File: src/logic/nas_defines.svh
`ifndef NAS_DEFINES_SVH
`define NAS_DEFINES_SVH

// Register indices and byte addresses (byte address is four times the index)
`define NAS_MODE_NIBBLE_IDX   9'h07E
`define NAS_FLAG_NIBBLE_IDX   9'h07F
`define NAS_ALU_STATE_IDX     9'h000
`define NAS_MODE_NIBBLE_ADDR  12'h1F8
`define NAS_FLAG_NIBBLE_ADDR  12'h1FC
`define NAS_ALU_STATE_ADDR    12'h000

// Field positions
`define NAS_MODE_DECIMAL_BIT  0
`define NAS_FLAG_DISCARD_BIT  3
`define NAS_FLAG_CARRY_BIT    2
`define NAS_FLAG_NULL_BIT     1
`define NAS_FLAG_IXE_BIT      0
`define NAS_STATE_RESULT_LSB  0
`define NAS_STATE_SKIP_BIT    4
`define NAS_STATE_OP_LSB      8

// Reset values
`define NAS_MODE_RESET        4'h0
`define NAS_FLAG_RESET        4'h0

// Decimal correction constants
`define NAS_DEC_TEN           5'h0A
`define NAS_DEC_TWENTY        5'h14
`define NAS_DEC_BIAS          2'h2

// Bus responses
`define NAS_RESP_OKAY         2'h0
`define NAS_RESP_SLVERR       2'h2

`endif

File: src/logic/nas_pkg.sv
package nas_pkg;

  typedef enum logic [3:0] {
    NAS_OP_SUM                 = 4'h0,
    NAS_OP_SUM_WITH_CARRY      = 4'h1,
    NAS_OP_DIFFERENCE          = 4'h2,
    NAS_OP_DIFFERENCE_BORROW   = 4'h3,
    NAS_OP_UNION               = 4'h4,
    NAS_OP_INTERSECT           = 4'h5,
    NAS_OP_TOGGLE              = 4'h6,
    NAS_OP_SKIP_IF_BITS_SET    = 4'h7,
    NAS_OP_SKIP_IF_BITS_CLEAR  = 4'h8,
    NAS_OP_SKIP_IF_EQUAL       = 4'h9,
    NAS_OP_SKIP_IF_UNEQUAL     = 4'hA,
    NAS_OP_SKIP_IF_NOT_BELOW   = 4'hB,
    NAS_OP_SKIP_IF_BELOW       = 4'hC,
    NAS_OP_ROTATE_RIGHT_CARRY  = 4'hD
  } nas_op_type;

  typedef enum logic [1:0] {
    NAS_ST_IDLE = 2'h0,
    NAS_ST_EXEC = 2'h1
  } nas_state_type;

endpackage
File: src/logic/nas_alu.sv
`timescale 1ns/1ps
`include "nas_defines.svh"

module nas_alu (
  // Clock, reset, enable
  input  wire logic                  aclk,
  input  wire logic                  aresetn,
  input  wire logic                  aclken,
  // AXI4-Lite write address
  input  wire logic                  s_axi_awvalid,
  output logic                       s_axi_awready,
  input  wire logic [11:0]           s_axi_awaddr,
  input  wire logic [2:0]            s_axi_awprot,
  // AXI4-Lite write data
  input  wire logic                  s_axi_wvalid,
  output logic                       s_axi_wready,
  input  wire logic [31:0]           s_axi_wdata,
  input  wire logic [3:0]            s_axi_wstrb,
  // AXI4-Lite write response
  output logic                       s_axi_bvalid,
  input  wire logic                  s_axi_bready,
  output logic [1:0]                 s_axi_bresp,
  // AXI4-Lite read address
  input  wire logic                  s_axi_arvalid,
  output logic                       s_axi_arready,
  input  wire logic [11:0]           s_axi_araddr,
  input  wire logic [2:0]            s_axi_arprot,
  // AXI4-Lite read data
  output logic                       s_axi_rvalid,
  input  wire logic                  s_axi_rready,
  output logic [31:0]                s_axi_rdata,
  output logic [1:0]                 s_axi_rresp,
  // Instruction from the sequencer
  input  wire logic                  op_valid,
  output logic                       op_ready,
  input  wire nas_pkg::nas_op_type   op_code,
  input  wire logic [3:0]            op_first,
  input  wire logic [3:0]            op_second,
  input  wire logic                  op_first_is_mem,
  // Results toward register, memory and sequencer
  output logic [3:0]                 wb_data,
  output logic                       wb_reg_we,
  output logic                       wb_mem_we,
  output logic                       skip_req,
  output logic                       index_modify_enable
);
  import nas_pkg::*;

  nas_state_type state_reg;
  nas_op_type    op_reg;
  logic [3:0]    temp_a_reg;
  logic [3:0]    temp_b_reg;
  logic          dest_mem_reg;
  logic          decimal_mode_reg;
  logic          discard_reg;
  logic          carry_reg;
  logic          null_reg;
  logic          ixe_reg;
  logic [3:0]    wb_data_reg;
  logic          wb_reg_we_reg;
  logic          wb_mem_we_reg;
  logic          skip_reg;
  logic          last_skip_reg;
  logic [3:0]    last_result_reg;
  nas_op_type    last_op_reg;

  logic          aw_held_reg;
  logic [11:0]   aw_addr_reg;
  logic          w_held_reg;
  logic [31:0]   w_data_reg;
  logic [3:0]    w_strb_reg;
  logic          bvalid_reg;
  logic [1:0]    bresp_reg;
  logic          rvalid_reg;
  logic [31:0]   rdata_reg;
  logic [1:0]    rresp_reg;

  logic          exec_fire;
  logic          wr_commit;
  logic          wr_mode;
  logic          wr_flag;
  logic [4:0]    sum_raw;
  logic [4:0]    diff_raw;
  logic [4:0]    cmp_raw;
  logic          is_arith;
  logic          is_sub;
  logic          carry_in;
  logic [3:0]    dec_nibble;
  logic          dec_carry;
  logic [3:0]    arith_nibble;
  logic          arith_carry;
  logic [3:0]    result_next;
  logic          store_next;
  logic          skip_next;

  // Sequencer handshake
  assign op_ready  = (state_reg == NAS_ST_IDLE);
  assign exec_fire = aclken && (state_reg == NAS_ST_EXEC);

  always_ff @(posedge aclk) begin
    if (!aresetn) begin
      state_reg <= NAS_ST_IDLE;
    end else if (aclken) begin
      case (state_reg)
        NAS_ST_IDLE: begin
          if (op_valid) begin
            state_reg <= NAS_ST_EXEC;
          end
        end
        NAS_ST_EXEC: begin
          state_reg <= NAS_ST_IDLE;
        end
        default: begin
          state_reg <= NAS_ST_IDLE;
        end
      endcase
    end
  end

  // Operand capture into the temporaries
  always_ff @(posedge aclk) begin
    if (!aresetn) begin
      op_reg       <= NAS_OP_SUM;
      temp_a_reg   <= 4'h0;
      temp_b_reg   <= 4'h0;
      dest_mem_reg <= 1'b0;
    end else if (aclken && op_ready && op_valid) begin
      op_reg       <= op_code;
      temp_a_reg   <= op_first;
      temp_b_reg   <= op_second;
      dest_mem_reg <= op_first_is_mem;
    end
  end

  // Arithmetic core
  assign is_arith = (op_reg == NAS_OP_SUM) || (op_reg == NAS_OP_SUM_WITH_CARRY) ||
                    (op_reg == NAS_OP_DIFFERENCE) || (op_reg == NAS_OP_DIFFERENCE_BORROW);
  assign is_sub   = (op_reg == NAS_OP_DIFFERENCE) || (op_reg == NAS_OP_DIFFERENCE_BORROW);
  assign carry_in = ((op_reg == NAS_OP_SUM_WITH_CARRY) ||
                     (op_reg == NAS_OP_DIFFERENCE_BORROW)) && carry_reg;
  assign sum_raw  = {1'b0, temp_a_reg} + {1'b0, temp_b_reg} + {4'h0, carry_in};
  assign diff_raw = {1'b0, temp_a_reg} - {1'b0, temp_b_reg} - {4'h0, carry_in};
  assign cmp_raw  = {1'b0, temp_a_reg} - {1'b0, temp_b_reg};

  nas_bcd_adjust u_bcd_adjust (
    .raw_value   (is_sub ? diff_raw : sum_raw),
    .is_subtract (is_sub),
    .dec_nibble  (dec_nibble),
    .dec_carry   (dec_carry)
  );

  // Decimal correction only for arithmetic
  assign arith_nibble = decimal_mode_reg ? dec_nibble :
                        (is_sub ? diff_raw[3:0] : sum_raw[3:0]);
  assign arith_carry  = decimal_mode_reg ? dec_carry :
                        (is_sub ? diff_raw[4] : sum_raw[4]);

  always_comb begin
    result_next = temp_a_reg;
    store_next  = 1'b0;
    skip_next   = 1'b0;
    case (op_reg)
      NAS_OP_SUM, NAS_OP_SUM_WITH_CARRY, NAS_OP_DIFFERENCE, NAS_OP_DIFFERENCE_BORROW: begin
        result_next = arith_nibble;
        store_next  = !discard_reg;
      end
      NAS_OP_UNION: begin
        result_next = temp_a_reg | temp_b_reg;
        store_next  = 1'b1;
      end
      NAS_OP_INTERSECT: begin
        result_next = temp_a_reg & temp_b_reg;
        store_next  = 1'b1;
      end
      NAS_OP_TOGGLE: begin
        result_next = temp_a_reg ^ temp_b_reg;
        store_next  = 1'b1;
      end
      NAS_OP_SKIP_IF_BITS_SET: begin
        skip_next = ((temp_a_reg & temp_b_reg) == temp_b_reg);
      end
      NAS_OP_SKIP_IF_BITS_CLEAR: begin
        skip_next = ((temp_a_reg & temp_b_reg) == 4'h0);
      end
      NAS_OP_SKIP_IF_EQUAL: begin
        skip_next = (cmp_raw[3:0] == 4'h0);
      end
      NAS_OP_SKIP_IF_UNEQUAL: begin
        skip_next = (cmp_raw[3:0] != 4'h0);
      end
      NAS_OP_SKIP_IF_NOT_BELOW: begin
        skip_next = !cmp_raw[4];
      end
      NAS_OP_SKIP_IF_BELOW: begin
        skip_next = cmp_raw[4];
      end
      NAS_OP_ROTATE_RIGHT_CARRY: begin
        result_next = {carry_reg, temp_a_reg[3:1]};
        store_next  = 1'b1;
      end
      default: begin
        result_next = temp_a_reg;
      end
    endcase
  end

  // Result and skip outputs, one-cycle pulses
  always_ff @(posedge aclk) begin
    if (!aresetn) begin
      wb_data_reg   <= 4'h0;
      wb_reg_we_reg <= 1'b0;
      wb_mem_we_reg <= 1'b0;
      skip_reg      <= 1'b0;
    end else if (aclken) begin
      wb_data_reg   <= exec_fire ? result_next : wb_data_reg;
      wb_reg_we_reg <= exec_fire && store_next && !dest_mem_reg;
      wb_mem_we_reg <= exec_fire && store_next && dest_mem_reg;
      skip_reg      <= exec_fire && skip_next;
    end
  end

  always_ff @(posedge aclk) begin
    if (!aresetn) begin
      last_result_reg <= 4'h0;
      last_skip_reg   <= 1'b0;
      last_op_reg     <= NAS_OP_SUM;
    end else if (exec_fire) begin
      last_result_reg <= result_next;
      last_skip_reg   <= skip_next;
      last_op_reg     <= op_reg;
    end
  end

  assign wb_data             = wb_data_reg;
  assign wb_reg_we           = wb_reg_we_reg;
  assign wb_mem_we           = wb_mem_we_reg;
  assign skip_req            = skip_reg;
  assign index_modify_enable = ixe_reg;

  // Status flags: one storage, reached by the ALU and the bus; ALU update wins
  assign wr_commit = aclken && aw_held_reg && w_held_reg && !bvalid_reg;
  assign wr_mode   = wr_commit && w_strb_reg[0] && (aw_addr_reg == `NAS_MODE_NIBBLE_ADDR);
  assign wr_flag   = wr_commit && w_strb_reg[0] && (aw_addr_reg == `NAS_FLAG_NIBBLE_ADDR);

  always_ff @(posedge aclk) begin
    if (!aresetn) begin
      decimal_mode_reg <= 1'(`NAS_MODE_RESET >> `NAS_MODE_DECIMAL_BIT);
    end else if (wr_mode) begin
      decimal_mode_reg <= w_data_reg[`NAS_MODE_DECIMAL_BIT];
    end
  end

  always_ff @(posedge aclk) begin
    if (!aresetn) begin
      discard_reg <= 1'b0;
    end else if (exec_fire && ((op_reg == NAS_OP_SKIP_IF_BITS_SET) ||
                               (op_reg == NAS_OP_SKIP_IF_BITS_CLEAR))) begin
      discard_reg <= 1'b0;
    end else if (wr_flag) begin
      discard_reg <= w_data_reg[`NAS_FLAG_DISCARD_BIT];
    end
  end

  always_ff @(posedge aclk) begin
    if (!aresetn) begin
      carry_reg <= 1'b0;
    end else if (exec_fire && is_arith) begin
      carry_reg <= arith_carry;
    end else if (exec_fire && (op_reg == NAS_OP_ROTATE_RIGHT_CARRY)) begin
      carry_reg <= temp_a_reg[0];
    end else if (wr_flag) begin
      carry_reg <= w_data_reg[`NAS_FLAG_CARRY_BIT];
    end
  end

  always_ff @(posedge aclk) begin
    if (!aresetn) begin
      null_reg <= 1'b0;
    end else if (exec_fire && is_arith) begin
      if (arith_nibble != 4'h0) begin
        null_reg <= 1'b0;
      end else if (!discard_reg) begin
        null_reg <= 1'b1;
      end
    end else if (wr_flag) begin
      null_reg <= w_data_reg[`NAS_FLAG_NULL_BIT];
    end
  end

  always_ff @(posedge aclk) begin
    if (!aresetn) begin
      ixe_reg <= 1'b0;
    end else if (wr_flag) begin
      ixe_reg <= w_data_reg[`NAS_FLAG_IXE_BIT];
    end
  end

  // AXI4-Lite write path: address and data taken independently
  assign s_axi_awready = !aw_held_reg;
  assign s_axi_wready  = !w_held_reg;
  assign s_axi_bvalid  = bvalid_reg;
  assign s_axi_bresp   = bresp_reg;

  always_ff @(posedge aclk) begin
    if (!aresetn) begin
      aw_held_reg <= 1'b0;
      aw_addr_reg <= 12'h000;
    end else if (aclken) begin
      if (!aw_held_reg && s_axi_awvalid) begin
        aw_held_reg <= 1'b1;
        aw_addr_reg <= s_axi_awaddr;
      end else if (wr_commit) begin
        aw_held_reg <= 1'b0;
      end
    end
  end

  always_ff @(posedge aclk) begin
    if (!aresetn) begin
      w_held_reg <= 1'b0;
      w_data_reg <= 32'h0000_0000;
      w_strb_reg <= 4'h0;
    end else if (aclken) begin
      if (!w_held_reg && s_axi_wvalid) begin
        w_held_reg <= 1'b1;
        w_data_reg <= s_axi_wdata;
        w_strb_reg <= s_axi_wstrb;
      end else if (wr_commit) begin
        w_held_reg <= 1'b0;
      end
    end
  end

  always_ff @(posedge aclk) begin
    if (!aresetn) begin
      bvalid_reg <= 1'b0;
      bresp_reg  <= `NAS_RESP_OKAY;
    end else if (aclken) begin
      if (wr_commit) begin
        bvalid_reg <= 1'b1;
        if ((aw_addr_reg == `NAS_MODE_NIBBLE_ADDR) ||
            (aw_addr_reg == `NAS_FLAG_NIBBLE_ADDR) ||
            (aw_addr_reg == `NAS_ALU_STATE_ADDR)) begin
          bresp_reg <= `NAS_RESP_OKAY;
        end else begin
          bresp_reg <= `NAS_RESP_SLVERR;
        end
      end else if (s_axi_bready) begin
        bvalid_reg <= 1'b0;
      end
    end
  end

  // AXI4-Lite read path
  assign s_axi_arready = !rvalid_reg;
  assign s_axi_rvalid  = rvalid_reg;
  assign s_axi_rdata   = rdata_reg;
  assign s_axi_rresp   = rresp_reg;

  always_ff @(posedge aclk) begin
    if (!aresetn) begin
      rvalid_reg <= 1'b0;
      rdata_reg  <= 32'h0000_0000;
      rresp_reg  <= `NAS_RESP_OKAY;
    end else if (aclken) begin
      if (!rvalid_reg && s_axi_arvalid) begin
        rvalid_reg <= 1'b1;
        rresp_reg  <= `NAS_RESP_OKAY;
        rdata_reg  <= 32'h0000_0000;
        if (s_axi_araddr == `NAS_MODE_NIBBLE_ADDR) begin
          rdata_reg[`NAS_MODE_DECIMAL_BIT] <= decimal_mode_reg;
        end else if (s_axi_araddr == `NAS_FLAG_NIBBLE_ADDR) begin
          rdata_reg[3:0] <= {discard_reg, carry_reg, null_reg, ixe_reg};
        end else if (s_axi_araddr == `NAS_ALU_STATE_ADDR) begin
          rdata_reg[`NAS_STATE_RESULT_LSB +: 4] <= last_result_reg;
          rdata_reg[`NAS_STATE_SKIP_BIT]        <= last_skip_reg;
          rdata_reg[`NAS_STATE_OP_LSB +: 4]     <= last_op_reg;
        end else begin
          rresp_reg <= `NAS_RESP_SLVERR;
        end
      end else if (s_axi_rready) begin
        rvalid_reg <= 1'b0;
      end
    end
  end

endmodule

File: src/logic/nas_bcd_adjust.sv
`timescale 1ns/1ps
`include "nas_defines.svh"

module nas_bcd_adjust (
  // Raw binary result, five bits, two's complement for subtraction
  input  wire logic [4:0] raw_value,
  input  wire logic       is_subtract,
  // Corrected nibble and carry or borrow
  output logic      [3:0] dec_nibble,
  output logic            dec_carry
);

  logic [1:0] wrap_low;

  assign wrap_low = raw_value[1:0] + `NAS_DEC_BIAS;

  always_comb begin
    dec_nibble = raw_value[3:0];
    dec_carry  = 1'b0;
    if (!is_subtract) begin
      if (raw_value < `NAS_DEC_TEN) begin
        dec_carry = 1'b0;
      end else if (raw_value < `NAS_DEC_TWENTY) begin
        dec_nibble = 4'(raw_value - `NAS_DEC_TEN);
        dec_carry  = 1'b1;
      end else begin
        // Out of decimal range: stored nibble lands at 1010B or above
        dec_nibble = {1'b1, ~(raw_value[3] & raw_value[2] & ~raw_value[1]), wrap_low};
        dec_carry  = 1'b1;
      end
    end else begin
      if (!raw_value[4] && raw_value < `NAS_DEC_TEN) begin
        dec_carry = 1'b0;
      end else if (raw_value[4] && raw_value >= 5'h16) begin
        // Result in -10 .. -1 borrows and wraps to 0 .. 9
        dec_nibble = 4'(raw_value + `NAS_DEC_TEN);
        dec_carry  = 1'b1;
      end else begin
        dec_nibble = {2'h3, wrap_low};
        dec_carry  = 1'b1;
      end
    end
  end

endmodule

File: config.mk
export PLATFORM = sky130hd
export DESIGN_NAME = nas_alu
export DESIGN_NICKNAME = d
export VERILOG_FILES = /design/src/logic/nas_pkg.sv /design/src/logic/nas_alu.sv /design/src/logic/nas_bcd_adjust.sv
export VERILOG_INCLUDE_DIRS = /design/src /design/src/logic
export SDC_FILE = /design/constraint.sdc
export NUM_CORES = 1
export LEC_CHECK = 0
export ABC_CLOCK_PERIOD_IN_PS = 4200
export BUFFER_PORTS_ARGS = -buffer_cell sky130_fd_sc_hd__buf_2
export CORE_MARGIN = 4
export CORE_UTILIZATION = 52
export CTS_BUF_LIST = sky130_fd_sc_hd__clkbuf_2
export DETAILED_ROUTE_END_ITERATION = 8
export PLACE_DENSITY = 0.81
export SETUP_SLACK_MARGIN = 0.1
export SYNTH_ARGS = -nofsm -noshare
export SYNTH_HDL_FRONTEND = slang
export SYNTH_SLANG_ARGS = --single-unit
File: constraint.sdc
create_clock -name aclk -period 4.2 [get_ports aclk]
set_input_delay 0.63 -clock aclk [delete_from_list [all_inputs] [get_ports aclk]]
set_output_delay 0.63 -clock aclk [all_outputs]
set_load 0.05 [all_outputs]
==> results of run 1 <==
layout make-up:
| class | count | area [um2] |
|---|---|---|
| fill | 671 | 2920 |
| sequential | 63 | 1260 |
| inverter | 27 | 101 |
| tap | 99 | 124 |
| clock buffer | 10 | 50.0 |
| timing repair buffer | 83 | 435 |
| multi-input combinational | 400 | 2390 |
| clock inverter | 5 | 50.0 |
path summary, 6_finish.rpt:
path                         from               to  slack [ns]  depth (start not counted)
setup reg to reg    temp_b_reg[0]         null_reg        0.36                         15
setup / recovery    temp_b_reg[0]         null_reg        0.36                         15
hold reg to reg    last_op_reg[2]  s_axi_rdata[10]        0.45                          2
hold / removal    s_axi_awaddr[5]   aw_addr_reg[5]        0.34                          3
synthesized netlist by cell type, types with 5 or more instances:
cell and count:
clkbuf_1 21, inv_1 26, nand3_1 18, nor2_1 43, buf_4 28, nor3_1 9, xnor2_1 5, o21ai_0 14
a21oi_1 56, nor4_1 6, nand4_1 7, mux2i_1 10, ha_1 20, nand2_1 94, dfxtp_1 63
critical path, cell delays in order (launching register included):
cell and delay, ns:
dfxtp_1 0.50, ha_1 0.28, fa_1 0.48, ha_1 0.25, xor2_1 0.14, nor2_1 0.05
a21oi_1 0.14, xor2_1 0.22, inv_1 0.12, ha_1 0.28, or3_1 0.36, mux2_4 0.29
a31oi_4 0.19, xnor2_1 0.19, nand4_1 0.14, o31ai_2 0.18
through the flow:
step	util [%]	setup slack (ns)	total power, mW	cells	hold slack, ns
floorplan	-	0.530	0.908	543	0.431
global placement	58.8	0.492	0.959	672	0.438
detailed placement	58.8	0.382	0.969	672	0.450
CTS	60.2	0.354	1.31	687	0.329
global route	60.2	0.123	1.37	687	0.319
finish	60.2	0.356	1.31	687	0.341
report_power, final:
| part | leakage [nW] | internal [mW] | switching (mW) |
|---|---|---|---|
| clock network | 0.0629 | 0.132 | 0.217 |
| logic | 1.33 | 0.103 | 0.221 |
| registers | 0.513 | 0.619 | 0.0176 |
cells by family (layout without fill, tap and decap cells):
logic type	count (synthesis)	after routing	synth area share, %
mux	14	14	4.03
fa+ha+maj	23	23	7.82
flops	63	63	31.8
buf+inv	80	125	10.2
compound gates	123	123	19.8
simple gates	207	207	24.3
xor+xnor	8	8	1.95
other cells	1	25	0.0945
routing by layer:
| metal | part of all wire, % | track usage, % | routed length, um | up-vias |
|---|---|---|---|---|
| li1 | - | - | - | 1873 |
| met1 | 46 | 30.9 | 4560 | 1764 |
| met2 | 45 | 34.5 | 4500 | 136 |
| met3 | 7.0 | 4.18 | 699 | 19 |
| met4 | 1.6 | 6.99 | 158 | 0 |
| met5 | 0 | 0 | 0 | - |
==> impl_metrics.toml, run 1 <==
[status]
status = "finished, final reports clean"

[synth]
ys_warn_count = 0
ys.flop_type = "dfxtp_1"
synth-seq-area-share_pct = 31.8
synth_edf_count = 0
netlist_area_um2 = 3970
synth_cell_type_count = 65
syn_area_per_cell_um2 = 7.65
synth_top_cells_by_area = "dfxtp_1, nand2_1, a21oi_1"
async_flop_share_pct = 0
synth_cells = 519
synth.top_cell.area_share_pct = 31.8
ys_ff_latch = 63
yosys.area.top_type = "dfxtp_1"

[clock_network]
cts_hold_buf = 0
post_cts_buffers = 0
clockBufferDepth = 2
clock_latency_ns = 0.51
cts_tree = "done"
cts_root_buffer = "clkbuf_2"
clkSinkCount = 63
cts.repair.resized = 0
numCtsBuffers = 9
clkTransAtPathRegs_ns = 0.19
htreeDepth = 3

[floorplanning]
die_y_um = 95.4
die_area_um2 = 9100
ioPinCount = 138
core_um2 = 7330
initial_core_util_pct = 54.2
rows = 31
die_w_um = 95.4

[finish]
finish.instance_area_um2 = 4420
fin_nets = 695
final_cell_mix = "nand2_1, buf_2, dfxtp_1"
antenna_cells = 0
syn_to_final_growth_pct = 11.2
drive_gt1_share_pct = 19.7
largest_register_ffs = 12
mostFrequentLayoutCell = "nand2_1"

[route]
drc = 0
wl_mm = 9.92
via_per_inst = 5.52
vias = 3792
route.antenna.remaining_nets = 0
drt-wirelength-per-cell_um = 14.4
first_pass_iters = 5
dr.first_iter.drc_count = 262

[global_routing]
track_usage_pct = 22.1
grt_pass1_vias = 3500
antenna_found_initial = 0
gr-total-overflow = 0
grt_pass1_wl_mm = 16.1
grt_max_degree = 26

[worst_setup_path]
cp_max_fo = 6
startpoint_type = "register"
worstSetupEndpointType = "register"
crit_required_ns = 4.62
worstPathArrival_ns = 4.27
path_class = "register to register"

[timing]
finalSetupViolCount = 0
finalMaxSlewViolations = 0
final.min_clock_period_ns = 3.84
setup_tns_ns = 0
fmax_ghz = 0.260
period_share_pct = 91.5
slew_headroom_pct = 44.0
finalClockSkew_ns = 0.0431
tightest_slew_ns = 0.840
rsz0062_at_grt = "no"
hold_viol = 0

[power_and_ir_drop]
cellLeakagePower_nw = 1.91
peakVddDrop_mv = 0.216
power_density_nw_per_um2 = 297

[placed_design]
finalWeightedCongestion = 0.913
place_hpwl_mm = 7.52
place_area_um2 = 4310
portBuffers = 75

[hold_path]
min_path_type = "input port to register"

[job]
max-cap-violations = 0
Note: power is estimated with default switching activity, not from simulation.
==> run 2: changes to the inputs <==
- BUFFER_PORTS_ARGS: -buffer_cell sky130_fd_sc_hd__buf_2 -> default
- CORE_UTILIZATION: 52 -> 54
- DONT_BUFFER_PORTS: default -> 1
- PLACE_DENSITY: 0.81 -> 0.67
==> run 2 against run 1 <==
Compared with the run above:
- sequential share of layout area up 2.3 points
- hold slack worse by 0.12 ns
- register-to-register slack about the same
- clock-buffer cell count is 1 lower
- first-iteration DRC count up 6.5%
- critical path depth is the same
- wire length shrank 2.5%
- fmax increased by 0.27%
- clock power grew 33%
- setup slack better by 0.010 ns
- non-clock buffer count is 75 lower
- final area down 7.5%
==> impl_metrics.toml, run 2 (synthesis results as in run 1) <==
[status]
status = "finished, final reports clean"

[power_and_ir_drop]
switching_share_pct = 34.7
power_frac_comb_pct = 19.7
power.switching_mw = 0.483
peakVddDrop_mv = 0.226
p_seq_share_pct = 46.9
p_int_mw = 0.908
clockPowerShare_pct = 33.4
cellLeakagePower_nw = 1.61
power_density_nw_per_um2 = 341

[worst_setup_path]
startpoint_type = "register"
worstPathArrival_ns = 4.25
worstSetupStartpoint = "temp_b_reg[0]"
worstReg2RegStart = "temp_b_reg[0]"
cp_max_fo = 6
worstSetupEndpointType = "register"
r2r_cells = 15
reg2reg_setup_slack_ns = 0.37
crit_required_ns = 4.62
path_class = "register to register"
rr_endpoint = "null_reg"
crit_path_end = "null_reg"

[timing]
setup_tns_ns = 0
fmax_ghz = 0.261
slew_headroom_pct = 32.8
tightest_slew_ns = 1.01
final.min_clock_period_ns = 3.83
rsz0062_at_grt = "no"
finalClockSkew_ns = 0.0335
hold_viol = 0
finalSetupViolCount = 0
finalMaxSlewViolations = 0
period_share_pct = 91.3

[clock_network]
htreeDepth = 3
clockBufferDepth = 2
cts_tree = "done"
clock_latency_ns = 0.51
clkTransAtPathRegs_ns = 0.22
numCtsBuffers = 9
clkSinkCount = 63
cts_root_buffer = "clkbuf_2"

[finish]
finish.instance_area_um2 = 4090
largest_register_ffs = 12
antenna_cells = 0
fin_nets = 620
syn_to_final_growth_pct = 2.90
fill_cells = 703
final_cell_mix = "nand2_1, dfxtp_1, a21oi_1"
drive_gt1_share_pct = 8.95
mostFrequentLayoutCell = "nand2_1"

[placed_design]
place_area_um2 = 3930
portBuffers = 0
place_hpwl_mm = 7.25
finalWeightedCongestion = 0.903

[global_routing]
grt_max_degree = 34
gr-total-overflow = 0
antenna_found_initial = 0
track_usage_pct = 22.3
grt_pass1_vias = 3288
grt_pass1_wl_mm = 15.8

[floorplanning]
die_area_um2 = 8790
ioPinCount = 138
rows = 30
initial_core_util_pct = 56.9
die_w_um = 93.7
core_um2 = 6980
die_y_um = 93.7

[route]
dr.first_iter.drc_count = 279
wl_mm = 9.67
vias = 3496
via_per_inst = 5.73
route.antenna.remaining_nets = 0
drc = 0
first_pass_iters = 5
drt-wirelength-per-cell_um = 15.9

[hold_path]
min_path_type = "input port to register"

[job]
max-cap-violations = 0
[run 2: cell count changes in the layout (fill, tap and decap cells not counted), sizes merged]
cell and change:
buf -75, inv +4, bufinv +1, clkinv -2, clkbuf -1, clkinvlp -1
[run 2: critical path: stages, from the launching register on]
cell and delay, ns:
dfxtp_2 0.45, ha_1 0.27, fa_1 0.48, ha_1 0.25
xor2_1 0.13, nor2_1 0.05, a21oi_1 0.16, xor2_1 0.26
inv_1 0.13, ha_1 0.27, or3_1 0.35, mux2_4 0.29
a31oi_4 0.18, xnor2_1 0.17, nand4_1 0.14, o31ai_2 0.18
[run 2: power by group through the flow]
stage                     clock network, mW  registers (mW)  logic (mW)
after detailed placement                  0           0.664       0.269
after CTS                             0.469           0.652       0.270
after global placement                    0           0.663       0.264
final                                 0.464           0.652       0.274
after floorplan                           0           0.659       0.250
after global routing                  0.505           0.656       0.302
[run 2: final cells by class]
cell class	count	area, um2	area share (%)
Timing Repair Buffer	8	60.1	1.47
Tap cell	96	120	2.94
Clock buffer	9	45.0	1.10
Clock inverter	7	100	2.45
Inverter	27	101	2.48
Sequential cell	63	1260	30.9
Multi-Input combinational cell	400	2390	58.6
[run 2: stage by stage]
step	hold WS, ns	utilization [%]	power [mW]	worst slack (ns)	cells
finish	0.222	58.5	1.39	0.366	610
global route	0.191	58.5	1.46	0.109	610
CTS	0.213	58.3	1.39	0.264	609
detailed placement	0.446	56.3	0.933	0.305	593
global placement	0.438	56.3	0.927	0.378	593
floorplan	0.431	-	0.908	0.530	543
[run 2: what timing repair did]
item	in CTS	in global routing
buffers inserted	0	1
endpoints found under the setup margin	0	2
resized for setup	0	3
hold buffers	0	0
endpoints found under the hold margin	0	0
[run 2: how the worst min path moves through the flow]
stage                          startpoint  cells after the start             end
after detailed placement   aw_addr_reg[9]                      2  aw_addr_reg[9]
after CTS                      op_code[3]                      2       op_reg[3]
final                     op_first_is_mem                      2    dest_mem_reg
after global routing           op_code[3]                      2       op_reg[3]
after global placement     aw_addr_reg[9]                      2  aw_addr_reg[9]
after floorplan            aw_addr_reg[9]                      2  aw_addr_reg[9]
[run 2: layer usage]
layer  track usage [%]  part of all wire, %  vias up
met1              31.1                   45     1625
li1                  -                    -     1730
met3              6.01                  8.8        9
met5                 0                    0        -
met2              33.8                   45      132
met4              6.38                  1.1        0
